<file path="src/design/pbs_pkg.sv">
// Functional notes
// - power on after button low 32 ms
// - blank kill 512 ms, abort if low
// - blanking ignores kill, button, undervoltage
// - kill low releases enable when running
// - button held 32 ms raises interrupt request
// - interrupt min 32 ms, held while the owning input stays low
// - long hold releases enable and interrupt
// - power-down delay 64 ms plus extra
// - undervoltage 32 ms raises interrupt request
// - persistent undervoltage releases enable automatically
// - undervoltage locks out power on
// - one source owns power-down sequence
// - power-fail output follows its input
// - reset held 200 ms after supply
// - enable polarity selectable, same conditions
package pbs_pkg;
  localparam int CLK_HZ = 50_000_000;
  localparam int TICK_US = 1000;
  localparam int TICK_CYCLES = CLK_HZ / 1_000_000 * TICK_US;
  localparam int DEBOUNCE_MS = 32;
  localparam int BLANK_MS = 512;
  localparam int MIN_PULSE_MS = 32;
  localparam int PD_BASE_MS = 64;
  localparam int RESET_HOLD_MS = 200;
  localparam int TICK_W = 12;
  localparam logic [TICK_W-1:0] DEBOUNCE_TICKS = TICK_W'(DEBOUNCE_MS * 1000 / TICK_US);
  localparam logic [TICK_W-1:0] BLANK_TICKS = TICK_W'(BLANK_MS * 1000 / TICK_US);
  localparam logic [TICK_W-1:0] MIN_PULSE_TICKS = TICK_W'(MIN_PULSE_MS * 1000 / TICK_US);
  localparam logic [TICK_W-1:0] PD_BASE_TICKS = TICK_W'(PD_BASE_MS * 1000 / TICK_US);
  localparam logic [TICK_W-1:0] RESET_HOLD_TICKS = TICK_W'(RESET_HOLD_MS * 1000 / TICK_US);
  localparam logic [TICK_W-1:0] ZERO_TICKS = 12'h000;
  localparam logic [15:0] EXTRA_MS_DEFAULT = 16'h0000;
  typedef enum logic [2:0] {ST_OFF, ST_BLANK, ST_ON, ST_IRQ, ST_WAIT_REL} pbs_state_type;
  typedef enum logic [1:0] {OWN_NONE, OWN_BUTTON, OWN_UV} pbs_owner_type;
endpackage

</file>
<file path="src/design/pbs_sync.sv">
`timescale 1ns/1ps
`default_nettype none
// three-stage input synchroniser, change accepted when stages two and three agree
module pbs_sync
  import pbs_pkg::*;
#(
  parameter logic RESET_VAL = 1'b1
)
(
  input wire logic mclk,
  input wire logic nrst,
  input wire logic din,
  output logic dout
);
  logic s1_q;
  logic s2_q;
  logic s3_q;
  logic dout_q;
  // sampling chain
  always_ff @(posedge mclk or negedge nrst)
  begin
    if (!nrst)
    begin
      s1_q <= RESET_VAL;
      s2_q <= RESET_VAL;
      s3_q <= RESET_VAL;
      dout_q <= RESET_VAL;
    end
    else
    begin
      s1_q <= din;
      s2_q <= s1_q;
      s3_q <= s2_q;
      if (s2_q == s3_q)
        dout_q <= s3_q;
    end
  end
  assign dout = dout_q;
endmodule
`default_nettype wire

</file>
<file path="src/design/pbs_sequencer.sv">
`timescale 1ns/1ps
`default_nettype none
// push-button power sequencer top
module pbs_sequencer
  import pbs_pkg::*;
#(
  parameter int TICK_DIV = TICK_CYCLES,
  parameter logic EN_ACTIVE_HIGH = 1'b1,
  parameter logic [15:0] EXTRA_PD_MS = EXTRA_MS_DEFAULT
)
(
  input wire logic mclk,
  input wire logic nrst,
  input wire logic button_n,
  input wire logic kill_n,
  input wire logic undervolt_in,
  input wire logic powerfail_in,
  input wire logic supply_monitor_in,
  output logic enable_out,
  output logic irq_n,
  output logic powerfail_out_n,
  output logic reset_out_n
);
  import pbs_pkg::*;

  localparam int PD_TOTAL = int'(PD_BASE_TICKS) + int'(EXTRA_PD_MS) * 1000 / TICK_US;
  localparam int PD_W = 20;
  localparam logic [PD_W-1:0] PD_TICKS = PD_W'(PD_TOTAL);

  logic btn_s;
  logic kill_s;
  logic uv_s;
  logic pf_s;
  logic vm_s;

  pbs_sync #(.RESET_VAL(1'b1)) u_btn (.mclk(mclk), .nrst(nrst), .din(button_n), .dout(btn_s));
  pbs_sync #(.RESET_VAL(1'b1)) u_kill (.mclk(mclk), .nrst(nrst), .din(kill_n), .dout(kill_s));
  pbs_sync #(.RESET_VAL(1'b1)) u_uv (.mclk(mclk), .nrst(nrst), .din(undervolt_in),
    .dout(uv_s));
  pbs_sync #(.RESET_VAL(1'b1)) u_pf (.mclk(mclk), .nrst(nrst), .din(powerfail_in),
    .dout(pf_s));
  pbs_sync #(.RESET_VAL(1'b0)) u_vm (.mclk(mclk), .nrst(nrst), .din(supply_monitor_in),
    .dout(vm_s));

  // shared tick prescaler for every interval
  logic [15:0] pre_q;
  logic tick;
  assign tick = (pre_q == 16'(TICK_DIV - 1));
  always_ff @(posedge mclk or negedge nrst)
  begin
    if (!nrst)
      pre_q <= 16'h0000;
    else
      pre_q <= tick ? 16'h0000 : pre_q + 16'h0001;
  end

  // state and interval counters
  pbs_state_type st_q;
  pbs_state_type st_d;
  pbs_owner_type own_q;
  pbs_owner_type own_d;
  logic [PD_W-1:0] low_q;
  logic [PD_W-1:0] low_d;
  logic [TICK_W-1:0] tmr_q;
  logic [TICK_W-1:0] tmr_d;
  logic en_q;
  logic en_d;
  logic irq_q;
  logic irq_d;

  // owner input level and releases
  logic own_low;
  logic btn_low;
  logic uv_low;
  assign btn_low = !btn_s;
  assign uv_low = !uv_s;
  assign own_low = (own_q == OWN_BUTTON) ? btn_low : uv_low;
  logic forced;
  assign forced = own_low && (low_q >= PD_TICKS);
  logic pulse_done;
  assign pulse_done = (tmr_q >= MIN_PULSE_TICKS);

  // sequencing decisions
  always_comb
  begin
    st_d = st_q;
    own_d = own_q;
    low_d = low_q;
    tmr_d = tmr_q;
    en_d = en_q;
    irq_d = irq_q;
    unique case (st_q)
      ST_OFF:
      begin
        en_d = 1'b0;
        irq_d = 1'b0;
        own_d = OWN_NONE;
        if (btn_low && !uv_low)
        begin
          if (tick)
            tmr_d = tmr_q + 12'h001;
          if (tick && tmr_q + 12'h001 >= DEBOUNCE_TICKS)
          begin
            st_d = ST_BLANK;
            en_d = 1'b1;
            tmr_d = ZERO_TICKS;
          end
        end
        else
          tmr_d = ZERO_TICKS;
      end
      ST_BLANK:
      begin
        // inputs ignored until blanking expires
        if (tick)
          tmr_d = tmr_q + 12'h001;
        if (tick && tmr_q + 12'h001 >= BLANK_TICKS)
        begin
          tmr_d = ZERO_TICKS;
          if (!kill_s)
          begin
            st_d = ST_WAIT_REL;
            en_d = 1'b0;
          end
          else
            st_d = ST_ON;
        end
      end
      ST_ON:
      begin
        if (!kill_s)
        begin
          st_d = ST_WAIT_REL;
          en_d = 1'b0;
        end
        else if (own_q == OWN_NONE)
        begin
          low_d = '0;
          if (btn_low)
            own_d = OWN_BUTTON;
          else if (uv_low)
            own_d = OWN_UV;
        end
        else if (!own_low)
        begin
          own_d = OWN_NONE;
          low_d = '0;
        end
        else if (tick)
        begin
          low_d = low_q + 20'h00001;
          if (low_q + 20'h00001 >= PD_W'(DEBOUNCE_TICKS))
          begin
            st_d = ST_IRQ;
            irq_d = 1'b1;
            tmr_d = ZERO_TICKS;
          end
        end
      end
      ST_IRQ:
      begin
        // hold time counts only while the owner stays low
        if (!own_low)
          low_d = '0;
        else if (tick)
          low_d = low_q + 20'h00001;
        if (tick && !pulse_done)
          tmr_d = tmr_q + 12'h001;
        if (!kill_s)
        begin
          st_d = ST_WAIT_REL;
          en_d = 1'b0;
          irq_d = 1'b0;
        end
        else if (forced)
        begin
          st_d = ST_WAIT_REL;
          en_d = 1'b0;
          irq_d = 1'b0;
        end
        else if (pulse_done && !own_low)
        begin
          st_d = ST_ON;
          irq_d = 1'b0;
          own_d = OWN_NONE;
          low_d = '0;
        end
      end
      ST_WAIT_REL:
      begin
        // a held button must not re-arm power on
        en_d = 1'b0;
        irq_d = 1'b0;
        tmr_d = ZERO_TICKS;
        if (btn_s)
          st_d = ST_OFF;
      end
      default:
      begin
        st_d = ST_OFF;
        en_d = 1'b0;
        irq_d = 1'b0;
      end
    endcase
  end

  always_ff @(posedge mclk or negedge nrst)
  begin
    if (!nrst)
    begin
      st_q <= ST_OFF;
      own_q <= OWN_NONE;
      low_q <= '0;
      tmr_q <= ZERO_TICKS;
      en_q <= 1'b0;
      irq_q <= 1'b0;
    end
    else
    begin
      st_q <= st_d;
      own_q <= own_d;
      low_q <= low_d;
      tmr_q <= tmr_d;
      en_q <= en_d;
      irq_q <= irq_d;
    end
  end

  // supply supervisor reset hold
  logic [TICK_W-1:0] rst_cnt_q;
  logic rst_n_q;
  always_ff @(posedge mclk or negedge nrst)
  begin
    if (!nrst)
    begin
      rst_cnt_q <= ZERO_TICKS;
      rst_n_q <= 1'b0;
    end
    else if (!vm_s)
    begin
      rst_cnt_q <= ZERO_TICKS;
      rst_n_q <= 1'b0;
    end
    else if (!rst_n_q && tick)
    begin
      rst_cnt_q <= rst_cnt_q + 12'h001;
      if (rst_cnt_q + 12'h001 >= RESET_HOLD_TICKS)
        rst_n_q <= 1'b1;
    end
  end

  // registered outputs
  logic enable_q;
  logic irq_n_q;
  logic pfo_q;
  always_ff @(posedge mclk or negedge nrst)
  begin
    if (!nrst)
    begin
      enable_q <= !EN_ACTIVE_HIGH;
      irq_n_q <= 1'b1;
      pfo_q <= 1'b1;
    end
    else
    begin
      enable_q <= EN_ACTIVE_HIGH ? en_d : !en_d;
      irq_n_q <= !irq_d;
      pfo_q <= pf_s;
    end
  end
  assign enable_out = enable_q;
  assign irq_n = irq_n_q;
  assign powerfail_out_n = pfo_q;
  assign reset_out_n = rst_n_q;
endmodule
`default_nettype wire

</file>
<file path="config.mk">
export PLATFORM = sky130hd
export DESIGN_NAME = pbs_sequencer
export DESIGN_NICKNAME = d
export VERILOG_FILES = /design/src/design/pbs_pkg.sv /design/src/design/pbs_sync.sv /design/src/design/pbs_sequencer.sv
export SDC_FILE = /design/constraint.sdc
export NUM_CORES = 1
export LEC_CHECK = 0
export ABC_AREA = 1
export BUFFER_PORTS_ARGS = -buffer_cell sky130_fd_sc_hd__buf_2
export CAP_MARGIN = 10
export CORE_UTILIZATION = 57
export CTS_CLUSTER_DIAMETER = 150
export DETAILED_ROUTE_END_ITERATION = 12
export PLACE_DENSITY = 0.76
export REMOVE_ABC_BUFFERS = 1
export SETUP_SLACK_MARGIN = 0.5
export SYNTH_ARGS = -nofsm -noshare
export SYNTH_HDL_FRONTEND = slang
export SYNTH_SLANG_ARGS = --single-unit
</file>
<file path="constraint.sdc">
create_clock -name mclk -period 1.9 [get_ports mclk]
set_clock_uncertainty 0.1 [all_clocks]
set_input_delay 0.19 -clock mclk [delete_from_list [all_inputs] [get_ports mclk]]
set_output_delay 0.19 -clock mclk [all_outputs]
set_load 0.05 [all_outputs]
</file>
Word level (Yosys, flattened, before mapping)
Cells that the tools add are included.
{"block": "classes", "add_sub_neg": 4, "n_lt_le_gt_ge": 6, "n_eq_ne": 34, "mux": 65, "n_reduce_logical": 24}
{"operator": "$mux 12", "n": 12}
{"operator": "$mux 20", "n": 7}
{"operator": "$pmux 12 s5", "n": 1}
{"operator": "$pmux 20 s2", "n": 1}
{"operator": "$mux 3", "n": 13}
{"operator": "$add 12x1->12 const B", "n": 2}
{"operator": "$ge 12x6->1 const B", "n": 2}
{"operator": "$ne 2x2->1 const B", "n": 12}
{"operator": "$add 20x1->20 const B", "n": 1}
{"operator": "$ge 20x6->1 const B", "n": 1}
{"operator": "$ge 20x7->1 const B", "n": 1}
{"operator": "$mux 1", "n": 18}
{"operator": "$ne 3x3->1 const B", "n": 6}
{"operator": "$add 16x1->16 const B", "n": 1}
{"operator": "$eq 16x16->1 const B", "n": 1}
{"operator": "$mux 16", "n": 1}
{"operator": "$mux 2", "n": 8}
{"operator": "$pmux 3 s5", "n": 1}
{"operator": "$reduce_and 7->1", "n": 2}
{"operator": "$ge 12x10->1 const B", "n": 1}
{"operator": "$ge 12x8->1 const B", "n": 1}
{"operator": "$reduce_and 9->1", "n": 1}
{"operator": "$ne 4x4->1 const B", "n": 2}
{"operator": "$logic_and 1x1->1", "n": 7}
{"operator": "other kinds (16)", "n": 30}
{"block": "totals", "reg_bits": 90, "in_bits": 7, "output_inout_bits": 4, "word_cells": 164}

Depth between registers and ports, before layout
{"block": "logic_depth", "depth_word": 9, "mapped_depth": 15, "mapped_depth_nobuf": 15}

Cells and area by module
A second synthesis with hierarchy kept.
{"block": "unflattened", "hier_cells": 759, "area_unflattened_um2": 5521.5}
{"mod": "pbs_sequencer", "instances": 1, "cells_per_inst": 719, "area_each_um2": 4919.7, "seq_area_each_um2": 1754.2}
{"mod": "pbs_sync at u_btn ...", "instances": 4, "cells_per_inst": 8, "area_each_um2": 121.4, "seq_area_each_um2": 105.1}
{"mod": "pbs_sync at u_vm", "instances": 1, "cells_per_inst": 8, "area_each_um2": 116.4, "seq_area_each_um2": 100.1}

Least setup slack after synthesis
Ideal clock, no wire load.
{"block": "synth_path", "path_type": "reg-to-reg", "start": "register tmr_q[0]", "end": "register tmr_q[1]", "setup_ps": 66, "t_arrival_ps": 1808, "required_time_ps": 1734, "path_slack_ps": -74, "path_stages_with_launch": 16, "n_path_buf": 0, "period_less_slack_ps": 1974, "cell_sequence": "dfrtp_1 -> ha_1 -> nand3_1 -> nor2_1 -> nand3_1 -> nand2_1 -> nand2_1 -> nor2_1 -> nand2_1 -> nand2_2 -> nand2_2 -> inv_4 -> nand2_1 -> nand3_1 -> nand3_1 -> nand2_1"}
{"block": "synth_between", "elab_chain_cells": 6, "word_cells_on_any_way": 16, "classes_between": "add/sub (1); order compare (3); eq/ne (1); mux (6); reduce/logical (5)"}
{"element": "start, declared", "line": "pbs_sequencer.sv:64", "text": "logic [TICK_W-1:0] tmr_q;"}
{"element": "start signal, assigned", "line": "pbs_sequencer.sv:223", "text": "tmr_q <= tmr_d;"}
{"element": "$add 12x1->12"}
{"element": "$ge 12x6->1", "line": "pbs_sequencer.sv:102", "text": "if (tick && tmr_q + 12'h001 >= DEBOUNCE_TICKS)"}
{"element": "$logic_and 1x1->1", "line": "pbs_sequencer.sv:102"}
{"element": "$mux 12", "line": "pbs_sequencer.sv:102"}
{"element": "$mux 12", "line": "pbs_sequencer.sv:98", "text": "if (btn_low && !uv_low)"}
{"element": "$pmux 12 s5", "line": "pbs_sequencer.sv:92", "text": "unique case (st_q)"}
Parallel ways exist; a longest one is shown, timed or not. The select of a mux whose other input is x is not followed.
A chain may end at the register's enable or synchronous reset.

Final worst setup path
{"block": "layout_path", "start": "register low_q[1]", "end": "register tmr_q[0]"}
{"block": "layout_between", "elab_chain_cells": 4}
{"element": "start, declared", "line": "pbs_sequencer.sv:62", "text": "logic [PD_W-1:0] low_q;"}
{"element": "start signal, assigned", "line": "pbs_sequencer.sv:222", "text": "low_q <= low_d;"}
{"element": "$add 20x1->20", "line": "pbs_sequencer.sv:152", "text": "if (low_q + 20'h00001 >= PD_W'(DEBOUNCE_TICKS))"}
{"element": "$ge 20x6->1", "line": "pbs_sequencer.sv:152"}
{"element": "$ne 2x2->1 (no source line)"}
{"element": "$reduce_and 7->1 (no source line)"}
No other way between the ends.

==> metrics.cfg <==
[global_routing]
antenna_found_initial = 0
grt_start_max_net_pins = 63
grt.overflow.total = 0
grt_use_total_pct = 35.9
grt_pass1_wl_um = 27600
via_count_of_the_first_global_routing_pass = 5944

[sta]
max-slew-margin-rel_pct = 53.5
fin_tns_setup_ns = -15.05
timing.final.setup_violations = 58
hold_violations = 0
maxSlewViolCount = 0
post-route-period-util_pct = 132
hold-worst-slack_ns = 0.235
timing_worst_slew_pin_value_ns = 0.698
max_freq_mhz = 398
fin_ws_ns = -0.612
layout_min_cycle_time_ns = 2.51
setup_repair_after_global_routing_missed_its_margin = true

[status]
outcome = finished with violations
violations = negative setup slack

[pwr]
cellLeakagePower_nw = 3.75
peakVddDrop_uv = 421
power_density_normalized_to_cell_area_nw_per_um2 = 463

[worst_setup_path]
crit_required_ns = 2.07
path_class = reg -> reg
startpoint_type = flop
critical_path.max_stage_delay_ns = 0.47
slowest_stage = sky130_fd_sc_hd__dfrtp_1
cp-end-kind = flop
cp_max_fo = 7
path_cells = buf_6, nand3_4, nor2_4, nand3_2, o21ai_1, nand2_2, nand2_2, nor2_4, nand4_1, buf_6, nand3_4, nand2_1, nand2_1
worstPathArrival_ns = 2.68

[floorplan]
placementRows = 34
top_level_ports = 11
die_span_in_y_um = 98.6
coreArea_um2 = 8890
die_area_um2 = 9720
fp.dieW_um = 98.6
start_util_pct = 59.8

[clocking]
clk-insertion-delay-late_ns = 0.40
clkTransAtPathRegs_ns = 0.11
cts.sink_count = 90
clockRootBuffer = sky130_fd_sc_hd__clkbuf_8
tritoncts = yes
cts_buffers = 9
cts-root-to-sink-buffers = 2
clock_tree.htree_level_count = 3

[final_layout]
antenna_diode_count = 0
areaGrowthSynthToFinish_pct = 49.5
final_layout_size_suffix_gt1_share_pct = 43.9
nets = 905

[synth]
synth_cell_types = 39
yosys_most_used_dff = sky130_fd_sc_hd__dfrtp_1
netlist_area_um2 = 5320
synth_async_sr_flop_share_pct = 100
avgSynthCellArea_um2 = 7.39
synth_common_cells = sky130_fd_sc_hd__nand2_1 (193), sky130_fd_sc_hd__inv_1 (95), sky130_fd_sc_hd__dfrtp_1 (72)
ys_seq_elements = 90
synth_edf_count = 0
synth.top_cells.by_area = sky130_fd_sc_hd__dfrtp_1 (34%), sky130_fd_sc_hd__nand2_1 (14%), sky130_fd_sc_hd__dfstp_2 (8.9%)
synth_top_cell_by_area = sky130_fd_sc_hd__dfrtp_1
ys_seq_area_share_pct = 42.8
synth_warnings = 0
synth_most_common_cell = sky130_fd_sc_hd__nand2_1
post_synth_inst_count = 720
synth.top_cell.area_share_pct = 33.9

[detailed_routing]
wire_per_inst_um = 22.1
avgViaCountPerCell = 6.62
detail-route-antenna-nets = 0
wl_um = 22200
first_iter_violations = 766
drt_pre_antenna_iters = 8
vias = 6648
number_of_remaining_drc_errors = 0

[placement]
final_gp_congestion = 0.931
dp_hpwl_um = 9480
port_buffers = 10

[flow_run]
maxCapViolCount = 0

[min_path]
hp-class = in -> async

-- registers in the layout (all words and copies together) (netlist names), 2 cells and up --
signal,flops
low_q,20
st_q,3
rst_cnt_q,12
own_q,2
tmr_q,12
pre_q,16
-- where the power goes --
group	switching, mW	internal (mW)	leakage (nW)
Clock	0.852	0.676	0.111
Sequential	0.0327	1.96	1.16
Combinational	0.106	0.0536	2.48
-- timing repair --
action | 4_1_cts | 5_1_grt
resized for setup | 176 | 114
setup buffers | 21 | 23
endpoints found under the setup margin | 69 | 67
hold endpoints to repair | 81 | 0
hold buffers | 6 | 0
cloned | 5 | 1
pin swaps | 26 | 35
-- cells by family after synthesis --
kind of cell / after synthesis / synth area share, %
simple gates: 396 / 33.7
buf+inv: 113 / 8.45
fa+ha+maj: 12 / 2.59
flops: 90 / 42.8
xor+xnor: 18 / 2.96
compound gates: 91 / 9.57
-- worst paths after layout --
check / end / from / cells after the start / slack [ns]
max in group asynchronous: powerfail_out_n / nrst / 3 / 1.12
hold / removal: low_q[4] / nrst / 3 / 0.23
min in group mclk: u_vm.s2_q / u_vm.s1_q / 0 / 0.26
hold reg to reg: u_vm.s2_q / u_vm.s1_q / 0 / 0.26
setup / recovery: tmr_q[0] / low_q[1] / 13 / -0.61
setup reg to reg: tmr_q[0] / low_q[1] / 13 / -0.61
-- layout by cell type, fill, tap and decap left out, types with 5 or more instances in the layout --
cell type	n
sky130_fd_sc_hd__dfrtp_2	7
sky130_fd_sc_hd__buf_2	7
sky130_fd_sc_hd__nand2_4	12
sky130_fd_sc_hd__nand3_2	13
sky130_fd_sc_hd__nor2_4	20
sky130_fd_sc_hd__dfrtp_1	65
sky130_fd_sc_hd__nand3_1	39
sky130_fd_sc_hd__inv_1	84
sky130_fd_sc_hd__nand2_1	154
sky130_fd_sc_hd__xor2_1	14
sky130_fd_sc_hd__a21oi_1	10
sky130_fd_sc_hd__maj3_1	5
sky130_fd_sc_hd__nand4_1	31
sky130_fd_sc_hd__nor2_2	23
sky130_fd_sc_hd__inv_2	11
sky130_fd_sc_hd__o22ai_2	9
sky130_fd_sc_hd__nor3_1	11
sky130_fd_sc_hd__buf_6	25
sky130_fd_sc_hd__buf_12	5
sky130_fd_sc_hd__nand2_2	31
sky130_fd_sc_hd__dlygate4sd3_1	6
sky130_fd_sc_hd__nand3_4	9
sky130_fd_sc_hd__clkbuf_8	10
sky130_fd_sc_hd__o21ai_2	16
sky130_fd_sc_hd__o21ai_1	11
sky130_fd_sc_hd__inv_4	5
sky130_fd_sc_hd__o21ai_0	15
sky130_fd_sc_hd__nor2_1	37
sky130_fd_sc_hd__dfstp_2	18
sky130_fd_sc_hd__buf_4	121
sky130_fd_sc_hd__a21oi_2	13
-- area by class of cell --
type | instances | area (µm²)
Tap cell | 108 | 135
Timing Repair Buffer | 169 | 1460
Sequential cell | 90 | 2280
Fill cell | 360 | 937
Clock inverter | 6 | 78.8
Multi-Input combinational cell | 520 | 3450
Clock buffer | 10 | 138
Inverter | 101 | 404
-- metal layers --
metal | global-route usage (%) | vias to the layer above | wire length, µm
met5 | 0 | - | 0
met2 | 62.4 | 658 | 10200
li1 | - | 2699 | -
met1 | 41.1 | 3018 | 7270
met3 | 6.31 | 273 | 2550
met4 | 23.0 | 0 | 2190
-- critical path: cells and delay by family, from the launching register on --
family	cells	cell delay (ns)
simple gates	10	1.14
compound gates	1	0.38
buf+inv	2	0.29
flops	1	0.47
-- stage by stage --
step / utilization (%) / setup slack, ns / power, mW / instance area [µm²] / instances
2_1_floorplan: - / -0.826 / 2.05 / 5250 / 708
3_3_place_gp: 70.3 / -0.279 / 2.14 / 6250 / 932
3_5_place_dp: 70.3 / -0.350 / 2.14 / 6250 / 932
4_1_cts: 82.2 / -0.196 / 3.60 / 7300 / 980
5_1_grt: 89.5 / -0.698 / 3.76 / 7950 / 1004
6_report: 89.5 / -0.612 / 3.68 / 7950 / 1004
No activity file was read; power rests on OpenSTA's default activity.
